`config.mk`:
```
export PLATFORM = sky130hd
export DESIGN_NAME = watchdog_timer
export DESIGN_NICKNAME = d
export VERILOG_FILES = /design/src/hdl/watchdog_pkg.sv /design/src/hdl/watchdog_timer.sv
export SDC_FILE = /design/constraint.sdc
export NUM_CORES = 1
export LEC_CHECK = 0
export BUFFER_PORTS_ARGS = -buffer_cell sky130_fd_sc_hd__buf_2
export CAP_MARGIN = 20
export CORE_MARGIN = 3
export CORE_UTILIZATION = 55
export CTS_CLUSTER_SIZE = 14
export DETAILED_ROUTE_END_ITERATION = 16
export PLACE_DENSITY = 0.84
export RECOVER_POWER = 100
export SETUP_SLACK_MARGIN = 0.3
export SLEW_MARGIN = 30
export SYNTH_ARGS = -nofsm -noshare
export SYNTH_HDL_FRONTEND = slang
export SYNTH_SLANG_ARGS = --single-unit
```
`constraint.sdc`:
```
create_clock -name clk_sys -period 3.5 [get_ports clk_sys]
set_clock_uncertainty 0.2 [all_clocks]
set_input_delay 0.175 -clock clk_sys [delete_from_list [all_inputs] [get_ports clk_sys]]
set_output_delay 0.175 -clock clk_sys [all_outputs]
set_load 0.05 [all_outputs]
```
`src/hdl/watchdog_pkg.sv`:
```
/*
  Constants, register map and carrier types for the watchdog block.
  Assumes an APB master with 32-bit data and byte addresses in paddr.
*/
package watchdog_pkg;

  // ==========================================================================
  // Register map.
  // ==========================================================================
  localparam int          ADDR_W          = 8;
  localparam logic [7:0]  OFS_POWER_MGMT  = 8'h00;
  localparam logic [7:0]  OFS_WD_CONTROL  = 8'h04;
  localparam logic [7:0]  OFS_FLASH_ADDR  = 8'h08;
  localparam logic [7:0]  OFS_FLASH_DATA  = 8'h0C;
  localparam logic [7:0]  OFS_IRQ_STATUS  = 8'h10;
  localparam logic [7:0]  OFS_IRQ_MASK    = 8'h14;

  // ==========================================================================
  // Field positions and reset values.
  // ==========================================================================
  localparam int          POWER_ON_BIT    = 2;
  localparam int          ARM_BIT         = 7;
  localparam int          DISARM_BIT      = 6;
  localparam int          RESTART_BIT     = 5;
  localparam int          EXPIRY_W        = 5;
  localparam int          RESET_EN_BIT    = 3;
  localparam logic [7:0]  FLASH_CFG0_ADDR = 8'h7F;
  localparam logic [7:0]  FLASH_CFG0_RST  = 8'h08;
  localparam logic [15:0] TIMEOUT_VECTOR  = 16'h0063;

  // ==========================================================================
  // Timing: one expiry count unit lasts one tick.
  // ==========================================================================
  localparam int          CLK_PERIOD_NS   = 100;
  localparam int          TICK_TIME_US    = 1000;
  localparam int          TICK_CYCLES     = (TICK_TIME_US * 1000) / CLK_PERIOD_NS;

  typedef enum logic {
    WD_IDLE,
    WD_RUN
  } wd_state_e;

  typedef struct packed {
    logic              psel;
    logic              penable;
    logic              pwrite;
    logic [ADDR_W-1:0] paddr;
    logic [31:0]       pwdata;
  } apb_req_s;

  typedef struct packed {
    logic [31:0] prdata;
    logic        pready;
    logic        pslverr;
  } apb_rsp_s;

  typedef struct packed {
    wd_state_e           state;
    logic                power_on;
    logic [EXPIRY_W-1:0] expiry;
    logic [2:0]          ctl_prev;
    logic [7:0]          flash_addr;
    logic [7:0]          flash_cfg0;
    logic                irq_sts;
    logic                irq_msk;
    logic [31:0]         tick_cnt;
    logic [EXPIRY_W-1:0] unit_cnt;
    apb_rsp_s            rsp;
    logic                reset_req;
    logic                irq;
    logic [15:0]         vector;
  } wd_state_s;

endpackage

```
`src/hdl/watchdog_timer.sv`:
```
/*
  Watchdog timer with selectable timeout action (processor reset or interrupt),
  reached over APB. Assumes the bus master runs on clk_sys and that the
  processor reset controller consumes the one-cycle reset request.
*/
// Overview of operation
// RULE1: The watchdog stays idle until software sets the power-on bit.
// RULE2: The expiry interval comes from the five-bit expiry count field of the control register.
// RULE3: Arm, disarm and restart act only on a write of 1 followed by a write of 0 to the bit.
// RULE4: Completing the arm sequence with power on starts the countdown.
// RULE5: Completing the disarm sequence stops the watchdog and clears the arm status.
// RULE6: Software must restart or disarm before expiry or the timeout action happens.
// RULE7: The power-on bit alone never enables the reset; only the reset-enable bit does.
// RULE8: With reset enabled a timeout requests a processor reset and never raises the interrupt.
// RULE9: The reset-enable bit comes out of reset set.
// RULE10: Flash configuration zero is reached only through the flash address and data registers.
// RULE11: Software clears reset-enable and enables the interrupt to service timeouts by interrupt.
// RULE12: With reset disabled the timeout interrupt vectors to 0x0063.
// RULE13: Disarm is the 0x40 bit of the control register.
// RULE14: Restart is the 0x20 bit of the control register.
// RULE15: Power-on is the 0x04 bit of the power-management register.
// RULE16: A timeout without reset sets a sticky flag and interrupts when enabled; restart reloads.
`timescale 1ns/1ps

module watchdog_timer #(
  parameter int TICK_CYCLES = watchdog_pkg::TICK_CYCLES
) (
  input  wire logic                   clk_sys,
  input  wire logic                   rstn,
  input  wire watchdog_pkg::apb_req_s apb_req,
  output      watchdog_pkg::apb_rsp_s apb_rsp,
  output      logic                   wd_reset_req,
  output      logic                   wd_irq,
  output      logic [15:0]            wd_irq_vector,
  output      logic                   wd_running
);

  // ==========================================================================
  // Helpers.
  // ==========================================================================
  function automatic logic completes(input logic prev, input logic now_bit);
    completes = prev & ~now_bit;
  endfunction

  function automatic logic is_mapped(input logic [watchdog_pkg::ADDR_W-1:0] a);
    is_mapped = (a == watchdog_pkg::OFS_POWER_MGMT) || (a == watchdog_pkg::OFS_WD_CONTROL) ||
                (a == watchdog_pkg::OFS_FLASH_ADDR) || (a == watchdog_pkg::OFS_FLASH_DATA) ||
                (a == watchdog_pkg::OFS_IRQ_STATUS) || (a == watchdog_pkg::OFS_IRQ_MASK);
  endfunction

  localparam logic [31:0] TICK_LAST = 32'(TICK_CYCLES - 1);

  watchdog_pkg::wd_state_s q;
  watchdog_pkg::wd_state_s n;

  logic       wr_commit;
  logic       rd_phase;
  logic       wr_ctl;
  logic       arm_evt;
  logic       disarm_evt;
  logic       restart_evt;
  logic       timeout;
  logic [2:0] ctl_now;

  // ==========================================================================
  // Bus decode and control sequences.
  // ==========================================================================
  // The bus answers with one wait state; a write lands on the edge that samples pready.
  assign wr_commit = apb_req.psel & apb_req.penable & q.rsp.pready & apb_req.pwrite;
  assign rd_phase  = apb_req.psel & apb_req.penable & ~q.rsp.pready;
  assign wr_ctl    = wr_commit & (apb_req.paddr == watchdog_pkg::OFS_WD_CONTROL);
  assign ctl_now   = {apb_req.pwdata[watchdog_pkg::ARM_BIT],
                      apb_req.pwdata[watchdog_pkg::DISARM_BIT], // RULE13
                      apb_req.pwdata[watchdog_pkg::RESTART_BIT]}; // RULE14

  // A sequence completes on the write of 0 that follows a write of 1.
  assign arm_evt     = wr_ctl & completes(q.ctl_prev[2], ctl_now[2]) & q.power_on; // RULE3
  assign disarm_evt  = wr_ctl & completes(q.ctl_prev[1], ctl_now[1]); // RULE3
  assign restart_evt = wr_ctl & completes(q.ctl_prev[0], ctl_now[0]); // RULE3

  assign timeout = (q.state == watchdog_pkg::WD_RUN) && (q.tick_cnt == 32'h0000_0000) &&
                   (q.unit_cnt == '0); // RULE6

  // ==========================================================================
  // Next-state logic.
  // ==========================================================================
  always_comb begin
    n                = q;
    n.rsp.pready     = 1'b0;
    n.rsp.pslverr    = 1'b0;
    n.reset_req      = 1'b0;

    if (rd_phase) begin
      n.rsp.pready  = 1'b1;
      n.rsp.pslverr = ~is_mapped(apb_req.paddr);
      n.rsp.prdata  = 32'h0000_0000;
      case (apb_req.paddr)
        watchdog_pkg::OFS_POWER_MGMT: begin
          n.rsp.prdata[watchdog_pkg::POWER_ON_BIT] = q.power_on;
        end
        watchdog_pkg::OFS_WD_CONTROL: begin
          n.rsp.prdata[watchdog_pkg::ARM_BIT]             = (q.state == watchdog_pkg::WD_RUN);
          n.rsp.prdata[watchdog_pkg::EXPIRY_W-1:0]        = q.expiry;
        end
        watchdog_pkg::OFS_FLASH_ADDR: begin
          n.rsp.prdata[7:0] = q.flash_addr;
        end
        watchdog_pkg::OFS_FLASH_DATA: begin
          if (q.flash_addr == watchdog_pkg::FLASH_CFG0_ADDR) begin
            n.rsp.prdata[7:0] = q.flash_cfg0; // RULE10
          end
        end
        watchdog_pkg::OFS_IRQ_STATUS: begin
          n.rsp.prdata[0] = q.irq_sts;
        end
        watchdog_pkg::OFS_IRQ_MASK: begin
          n.rsp.prdata[0] = q.irq_msk;
        end
        default: begin
          n.rsp.prdata = 32'h0000_0000;
        end
      endcase
    end

    if (wr_commit) begin
      case (apb_req.paddr)
        watchdog_pkg::OFS_POWER_MGMT: begin
          n.power_on = apb_req.pwdata[watchdog_pkg::POWER_ON_BIT]; // RULE15
        end
        watchdog_pkg::OFS_WD_CONTROL: begin
          n.expiry   = apb_req.pwdata[watchdog_pkg::EXPIRY_W-1:0]; // RULE2
          n.ctl_prev = ctl_now;
        end
        watchdog_pkg::OFS_FLASH_ADDR: begin
          n.flash_addr = apb_req.pwdata[7:0];
        end
        watchdog_pkg::OFS_FLASH_DATA: begin
          if (q.flash_addr == watchdog_pkg::FLASH_CFG0_ADDR) begin
            n.flash_cfg0 = apb_req.pwdata[7:0]; // RULE10
          end
        end
        watchdog_pkg::OFS_IRQ_STATUS: begin
          if (apb_req.pwdata[0]) begin
            n.irq_sts = 1'b0;
          end
        end
        watchdog_pkg::OFS_IRQ_MASK: begin
          n.irq_msk = apb_req.pwdata[0];
        end
        default: begin
          n.irq_msk = q.irq_msk;
        end
      endcase
    end

    case (q.state)
      watchdog_pkg::WD_IDLE: begin
        if (arm_evt && !disarm_evt) begin
          n.state    = watchdog_pkg::WD_RUN; // RULE4
          n.unit_cnt = n.expiry; // RULE2
          n.tick_cnt = TICK_LAST;
        end
      end
      watchdog_pkg::WD_RUN: begin
        if (q.tick_cnt != 32'h0000_0000) begin
          n.tick_cnt = q.tick_cnt - 32'h0000_0001;
        end else if (q.unit_cnt != '0) begin
          n.tick_cnt = TICK_LAST;
          n.unit_cnt = q.unit_cnt - 1'b1;
        end
        if (timeout) begin
          n.tick_cnt = TICK_LAST;
          n.unit_cnt = q.expiry;
          if (q.flash_cfg0[watchdog_pkg::RESET_EN_BIT]) begin // RULE7
            n.reset_req = 1'b1; // RULE8
            n.state     = watchdog_pkg::WD_IDLE;
          end else begin
            n.irq_sts = 1'b1; // RULE16
          end
        end
        if (restart_evt) begin
          n.unit_cnt = n.expiry; // RULE16
          n.tick_cnt = TICK_LAST;
        end
        if (disarm_evt || !q.power_on) begin
          n.state = watchdog_pkg::WD_IDLE; // RULE5
        end
      end
      default: begin
        n.state = watchdog_pkg::WD_IDLE;
      end
    endcase

    // The power-on bit stops a running watchdog but never touches the reset enable.
    if (!n.power_on) begin
      n.state = watchdog_pkg::WD_IDLE; // RULE1
    end

    n.irq = n.irq_sts & n.irq_msk; // RULE16
  end

  // ==========================================================================
  // State register.
  // ==========================================================================
  always_ff @(posedge clk_sys or negedge rstn) begin
    if (!rstn) begin
      q            <= '0;
      q.state      <= watchdog_pkg::WD_IDLE;
      q.flash_cfg0 <= watchdog_pkg::FLASH_CFG0_RST; // RULE9
      q.vector     <= watchdog_pkg::TIMEOUT_VECTOR; // RULE12
    end else begin
      q <= n;
    end
  end

  assign apb_rsp       = q.rsp;
  assign wd_reset_req  = q.reset_req;
  assign wd_irq        = q.irq;
  assign wd_irq_vector = q.vector;
  assign wd_running    = (q.state == watchdog_pkg::WD_RUN);
endmodule

```
==> flow_summary_export.csv, run 1 <==
group,metric,value,unit
outcome,status,"complete, but fails checks",
outcome,violations,"max-capacitance violations, max-slew violations",
cells_and_area,syn_to_final_growth,8.08,%
critical_path,critPathCaptureType,"flip-flop",
timing,fmax,325,MHz
global_route,grt_pass1_vias,3503,
logic_synthesis,synth_warnings,0,
global_route,grt_pass1_wl,16400,um
detailed_routing,drtIter0Drc,251,
cells_and_area,nets,538,
min_path,hold_path_class,"in -> reg",
timing,finalSetupViolations,0,
clock_tree,cts_buffers,9,
logic_synthesis,ys_async_sr_fraction,100,%
die,die_y,95.7,um
power_and_ir_drop,p_per_area,361,mW/mm2
clock_tree,cts_resized,0,
flow_run,max-cap-violations,1,
placement,gp_congestion,0.962,
timing,worstMarginPinSlew,1870,ps
clock_tree,clk_pin_slew,90,ps
logic_synthesis,synth_area_leader_cell,"dfrtp_1",
logic_synthesis,synth_commonest_cells,"dfrtp_1, buf_4, nand2_1, mux2_2, nor2_1",
timing,fin_crit,3080,ps
global_route,gr-usage-all-layers,22.9,%
critical_path,r2r-start,"q[75]",
critical_path,crit_type,"reg -> reg",
critical_path,r2r.worst_path.cells,5,
die,initial_core_util,57.0,%
power_and_ir_drop,leakage,2.15,nW
critical_path,ff2ff_setup_slack,420,ps
die,die_width,95.7,um
critical_path,crit_path_max_fanout,11,
min_path,hp-start,"apb_req[36]",
detailed_routing,post_drt_wl_per_cell,16.1,um
critical_path,startpoint_type,"flip-flop",
detailed_routing,viasPerCell,6.14,
global_route,grt-ovfl-total,0,
logic_synthesis,synth_area_per_cell,9.75,um2
clock_tree,cts_tree,"yes",
clock_tree,root_buffer,"clkbuf_8",
placement,place_ws,597,ps
detailed_routing,postRouteAntennaNets,0,
timing,report.final.slew_viol_count,78,
logic_synthesis,ys.flop_type,"dfrtp_1",
logic_synthesis,yosys-top-cells-area,"dfrtp_1, buf_4, mux2_2, or4_1, or3_1",
cells_and_area,drive_gt1_share,14.7,%
timing,fin_ws,420,ps
placement,portBuffers,33,
timing,timing.final.hold_violations,0,
logic_synthesis,syn_area,0.00443,mm2
power_and_ir_drop,irDropWorstVdd,0.202,mV
logic_synthesis,synth.most_common_cell,"dfrtp_1",
logic_synthesis,synth_top_area_share,43.0,%
cells_and_area,insertedDiodeCount,0,
clock_tree,cts_sinks,77,
timing,rsz0062_at_grt,"false",
critical_path,required,3570,ps
detailed_routing,finalWirelength,9640,um
detailed_routing,drcViolationCount,0,
logic_synthesis,synth-edff-count,0,
timing,max-slew-margin-rel,-24.7,%
global_route,antenna_found_initial,0,
detailed_routing,firstDrtPassIters,5,
min_path,hold_depth,3,
critical_path,arrival,3150,ps
timing,fin_hold_ws,20.5,ps
detailed_routing,vias,3672,
die,std_cell_rows,32,
clock_tree,clk_path_buf_depth,2,
timing,fin_crit_sh,88.0,%
die,die_area,0.00916,mm2
logic_synthesis,ys_ff_latch,77,
global_route,grt_max_degree,78,
timing,finalSetupTns,0,ps
placement,hpwl,6730,um
die,io_pins,98,
min_path,min_to,"q[89]",
die,core_area,0.00777,mm2
clock_tree,htreeDepth,3,
logic_synthesis,synthDistinctLibCells,57,
logic_synthesis,synth_cells,454,
logic_synthesis,seq_area_frac_synth,43.6,%
clock_tree,worstSkewPairLatency,360,ps
critical_path,r2r_end,"q[53]",
what timing repair did:
action | CTS | global route
endpoints found under the hold margin | 104 | 0
hold buffers | 14 | 0
setup endpoints to repair | 0 | 11
setup buffers | 0 | 0
stage by stage:
stage	total power [W]	instances	util (%)	cell area (um2)
floorplan	0.00110	492	-	4570
global placement	0.00110	567	57.7	4480
detailed placement	0.00111	568	58.0	4510
CTS	0.00175	598	62.2	4830
global route	0.00180	598	61.6	4780
finish	0.00173	598	61.6	4780
where the power goes:
part | switching [W] | internal [W] | leakage, nW
clock network | 0.000360 | 0.000267 | 0.0910
registers | 0.00000478 | 0.000897 | 1.05
logic | 0.000167 | 0.0000293 | 1.01
placed cells by master, fill, tap and decap left out, types with 3 or more instances in the layout:
cell type and n:
a21oi_1 22, a221oi_1 3, a222oi_1 4, a22o_1 3, a22oi_1 4, a31oi_1 4, buf_2 17, buf_4 6
clkbuf_1 17, clkbuf_8 9, conb_1 40, dfrtp_1 76, dlygate4sd3_1 14, inv_1 7, inv_6 4, mux2_1 5
mux2_2 22, nand2_1 28, nand2b_1 5, nand3_1 20, nand4_1 10, nor2_1 24, nor3_1 8, nor4_1 14
nor4b_1 4, o21ai_0 21, o31ai_1 12, o41ai_1 5, or2_2 4, or3_1 18, or4_1 19, or4b_1 5
metal layers:
metal	GRT usage, %	up-vias	wire length [um]
met5	0	-	0
met2	39.5	155	4840
met4	9.36	0	232
met1	27.6	1787	3890
li1	-	1705	-
met3	5.39	25	676
cell families (layout without fill, tap and decap cells):
family	after synthesis	count (layout)	synth area share [%]
and+or+nand+nor	173	173	22.8
AOI/OAI and AO/OA	94	94	14.3
DFF	77	77	43.6
buffers and inverters	76	80	11.1
muxes	28	28	7.09
adders and majority gates	2	2	0.565
other	2	40	0.170
xor gates and xnor gates	2	2	0.396
registers in the layout, indices dropped and copies added (netlist names):
name,count
wd_reset_req,1
wd_irq,1
apb_rsp,10
q,64
wd_running,1
worst max-delay path, cell delays in order (launching register included):
cell	delay [ps]
dfrtp_1	420
or4_1	620
or4_1	690
o31ai_2	370
nand2_1	380
a22oi_1	300
how the worst max path moves through the flow:
stage,startpoint,endpoint
5_1_grt,apb_req[35],q[77]
6_report,q[75],q[53]
3_3_place_gp,apb_req[35],q[78]
4_1_cts,apb_req[35],q[82]
3_5_place_dp,apb_req[35],q[82]
2_1_floorplan,q[75],q[54]
cell type report:
class                   instances  area [um2]
inverters                       7        26.3
flip-flops and latches         77        1930
clock inverters                 7        56.3
clock buffers                   9         124
fillers                       662        2980
well taps                     102         128
repair buffers                 57         372
multi-input cells             339        2150
(Power assumes the default switching activity.)
==> run 2: changes to the inputs <==
--- a/config.mk
+++ b/config.mk
@@ -5,10 +5,11 @@
 export SDC_FILE = /design/constraint.sdc
 export NUM_CORES = 1
 export LEC_CHECK = 0
+export ABC_AREA = 1
 export BUFFER_PORTS_ARGS = -buffer_cell sky130_fd_sc_hd__buf_2
 export CAP_MARGIN = 20
 export CORE_MARGIN = 3
-export CORE_UTILIZATION = 55
+export CORE_UTILIZATION = 56
 export CTS_CLUSTER_SIZE = 14
 export DETAILED_ROUTE_END_ITERATION = 16
 export PLACE_DENSITY = 0.84
==> flow_summary_export.csv, run 2 <==
group,metric,value,unit
outcome,status,"complete, but fails checks",
outcome,violations,"max-capacitance violations, max-slew violations",
critical_path,max_stage_delay,380,ps
logic_synthesis,seq_area_frac_synth,38.9,%
logic_synthesis,ys_async_sr_fraction,100,%
timing,timing.final.hold_violations,0,
placement,hpwl,7890,um
clock_tree,clk_path_buf_depth,2,
clock_tree,root_buffer,"clkbuf_8",
timing,worstMarginPinSlew,1910,ps
detailed_routing,drcViolationCount,0,
logic_synthesis,synth_commonest_cells,"nand2_1, nor2_1, dfrtp_1, inv_1, buf_4",
critical_path,arrival,2810,ps
critical_path,crit_path_max_fanout,16,
clock_tree,post_cts_buffers,0,
logic_synthesis,synthDistinctLibCells,39,
cells_and_area,drive_gt1_share,9.93,%
critical_path,path_common_cell,"nand2_1",
detailed_routing,finalWirelength,11100,um
critical_path,startpoint_type,"flip-flop",
global_route,grt-ovfl-total,0,
global_route,grt_pass1_wl,18900,um
power_and_ir_drop,irDropWorstVdd,0.264,mV
global_route,grt_pass1_vias,4235,
logic_synthesis,synth_area_leader_cell,"dfrtp_1",
die,die_y,100,um
cells_and_area,n_fill_cell,722,
cells_and_area,syn_to_final_growth,4.95,%
cells_and_area,nets,757,
cells_and_area,final_common_cell,"nand2_1",
placement,gp_congestion,0.959,
logic_synthesis,ys.flop_type,"dfrtp_1",
detailed_routing,viasPerCell,5.33,
flow_run,max-cap-violations,1,
global_route,gr-usage-all-layers,23.4,%
logic_synthesis,synth_cells,680,
logic_synthesis,synth.most_common_cell,"nand2_1",
power_and_ir_drop,p_per_area,341,mW/mm2
critical_path,crit_path_top_delay_cell,"nor2_1",
die,io_pins,98,
logic_synthesis,synth_warnings,0,
clock_tree,cts_sinks,77,
placement,portBuffers,33,
detailed_routing,postRouteAntennaNets,0,
die,die_area,0.0100,mm2
clock_tree,htreeDepth,3,
logic_synthesis,ys_ff_latch,77,
clock_tree,cts_buffers,9,
critical_path,cp_num_buf_inv,2,
die,die_width,100,um
detailed_routing,drtIter0Drc,407,
global_route,antenna_found_initial,0,
logic_synthesis,syn_area,0.00495,mm2
cells_and_area,insertedDiodeCount,0,
timing,fin_crit,2710,ps
detailed_routing,vias,4374,
timing,fmax,370,MHz
logic_synthesis,yosys-top-cells-area,"dfrtp_1, nand2_1, buf_4, nor2_1, inv_1",
power_and_ir_drop,leakage,2.71,nW
timing,report.final.slew_viol_count,78,
clock_tree,cts_tree,"yes",
cells_and_area,layout_common_cells,"nand2_1, nor2_1, dfrtp_1, inv_1, nand3_1",
critical_path,path_delay_family,"simple AND/OR/NAND/NOR gates",
min_path,hold_path_class,"in -> reg",
timing,max-slew-margin-rel,-27.5,%
critical_path,cp_cell_sequence,"inv_1 > ha_1 > nand2_1 > nor2_1 > nand2_4 > nor2_8 > inv_4 > nand2_1 > nand2_4 > nor2_1 > nand2_1 > nand2_1",
timing,rsz0062_at_grt,"false",
timing,finalSetupTns,0,ps
cells_and_area,largest_reg_flops,64,
global_route,grt_max_degree,78,
logic_synthesis,synth_area_per_cell,7.28,um2
die,core_area,0.00838,mm2
die,std_cell_rows,33,
detailed_routing,firstDrtPassIters,6,
critical_path,crit_type,"reg -> reg",
critical_path,critPathCaptureType,"flip-flop",
timing,fin_hold_ws,125,ps
clock_tree,clk_pin_slew,90,ps
critical_path,required,3600,ps
logic_synthesis,synth-edff-count,0,
timing,finalSetupViolations,0,
timing,fin_crit_sh,77.3,%
detailed_routing,post_drt_wl_per_cell,13.6,um
cells_and_area,regMostFlops,"q",
die,initial_core_util,59.1,%
clock_tree,worstSkewPairLatency,370,ps
logic_synthesis,synth_top_area_share,38.4,%
[run 2: cell count changes after synthesis, moves of 15 or more]
cell | before | now
nand3_1 | 20 | 44
inv_1 | 7 | 59
xor2_1 | 1 | 20
or4_1 | 17 | 0
nor2_1 | 24 | 92
or3_1 | 18 | 0
o21ai_1 | 0 | 15
mux2_2 | 27 | 0
nand2_1 | 28 | 185
[run 2: logic make-up after synthesis]
| kind of cell | count (synthesis) | share of synthesized area [%] |
|---|---|---|
| buffers and inverters | 131 | 14.2 |
| and+or+nand+nor | 388 | 36.2 |
| DFF | 77 | 38.9 |
| AOI/OAI and AO/OA | 59 | 6.24 |
| xor gates and xnor gates | 21 | 3.71 |
| other | 2 | 0.152 |
| adders and majority gates | 2 | 0.505 |
[run 2: path summary, 6_finish.rpt]
check	slack [ps]	start	depth (start not counted)	end
max	790	q[57]	12	q[53]
min	120	apb_req[36]	6	apb_rsp[0]
max reg2reg	790	q[57]	12	q[53]
min reg2reg	300	q[95]	2	q[95]
max in group asynchronous	1290	rstn	2	q[93]
min in group asynchronous	660	rstn	2	apb_rsp[1]
[run 2: cell type report]
type                       instances  area, um2  share of cell area, %
clock buffer                       9        124                   2.38
clock inverter                     7       73.8                   1.42
inverter                          67        254                   4.89
multi-input combinational        510       2420                   46.6
sequential                        77       1930                   37.1
tap                              105        131                   2.53
timing repair buffer              45        265                   5.10
[run 2: metal layers]
layer  vias to the layer above  wire length [um]  global-route usage [%]
li1                       2122                 -                       -
met1                      2068              4730                    29.5
met2                       153              5470                    39.4
met3                        31               600                    3.89
met4                         0               311                    10.7
met5                         -                 0                       0
[run 2: tightest hold or removal path, stage by stage]
cell	delay (ps)
buf_2	100
nand3_1	110
inv_1	90
nand2_1	70
nand2_1	60
nor4_1	50
[run 2: power breakdown]
group | internal (W) | leakage (nW) | switching (W)
clock | 0.000282 | 0.101 | 0.000394
sequential | 0.000896 | 0.976 | 0.00000425
combinational | 0.0000272 | 1.63 | 0.000168
[run 2: stage by stage]
| stage | instances | area [um2] | power (W) | util, % | worst slack, ps |
|---|---|---|---|---|---|
| 2_1_floorplan | 718 | 5090 | 0.00110 | - | 1580 |
| 3_3_place_gp | 793 | 4950 | 0.00110 | 59.1 | 1210 |
| 3_5_place_dp | 793 | 4950 | 0.00111 | 59.1 | 1140 |
| 4_1_cts | 820 | 5260 | 0.00179 | 62.7 | 1130 |
| 5_1_grt | 820 | 5200 | 0.00184 | 62.0 | 548 |
| 6_report | 820 | 5200 | 0.00177 | 62.0 | 795 |
[run 2: timing repair]
item                                    in CTS  in global routing
endpoints found under the hold margin      101                  0
resized for setup                            0                  0
endpoints found under the setup margin       0                  0
hold buffers                                11                  0
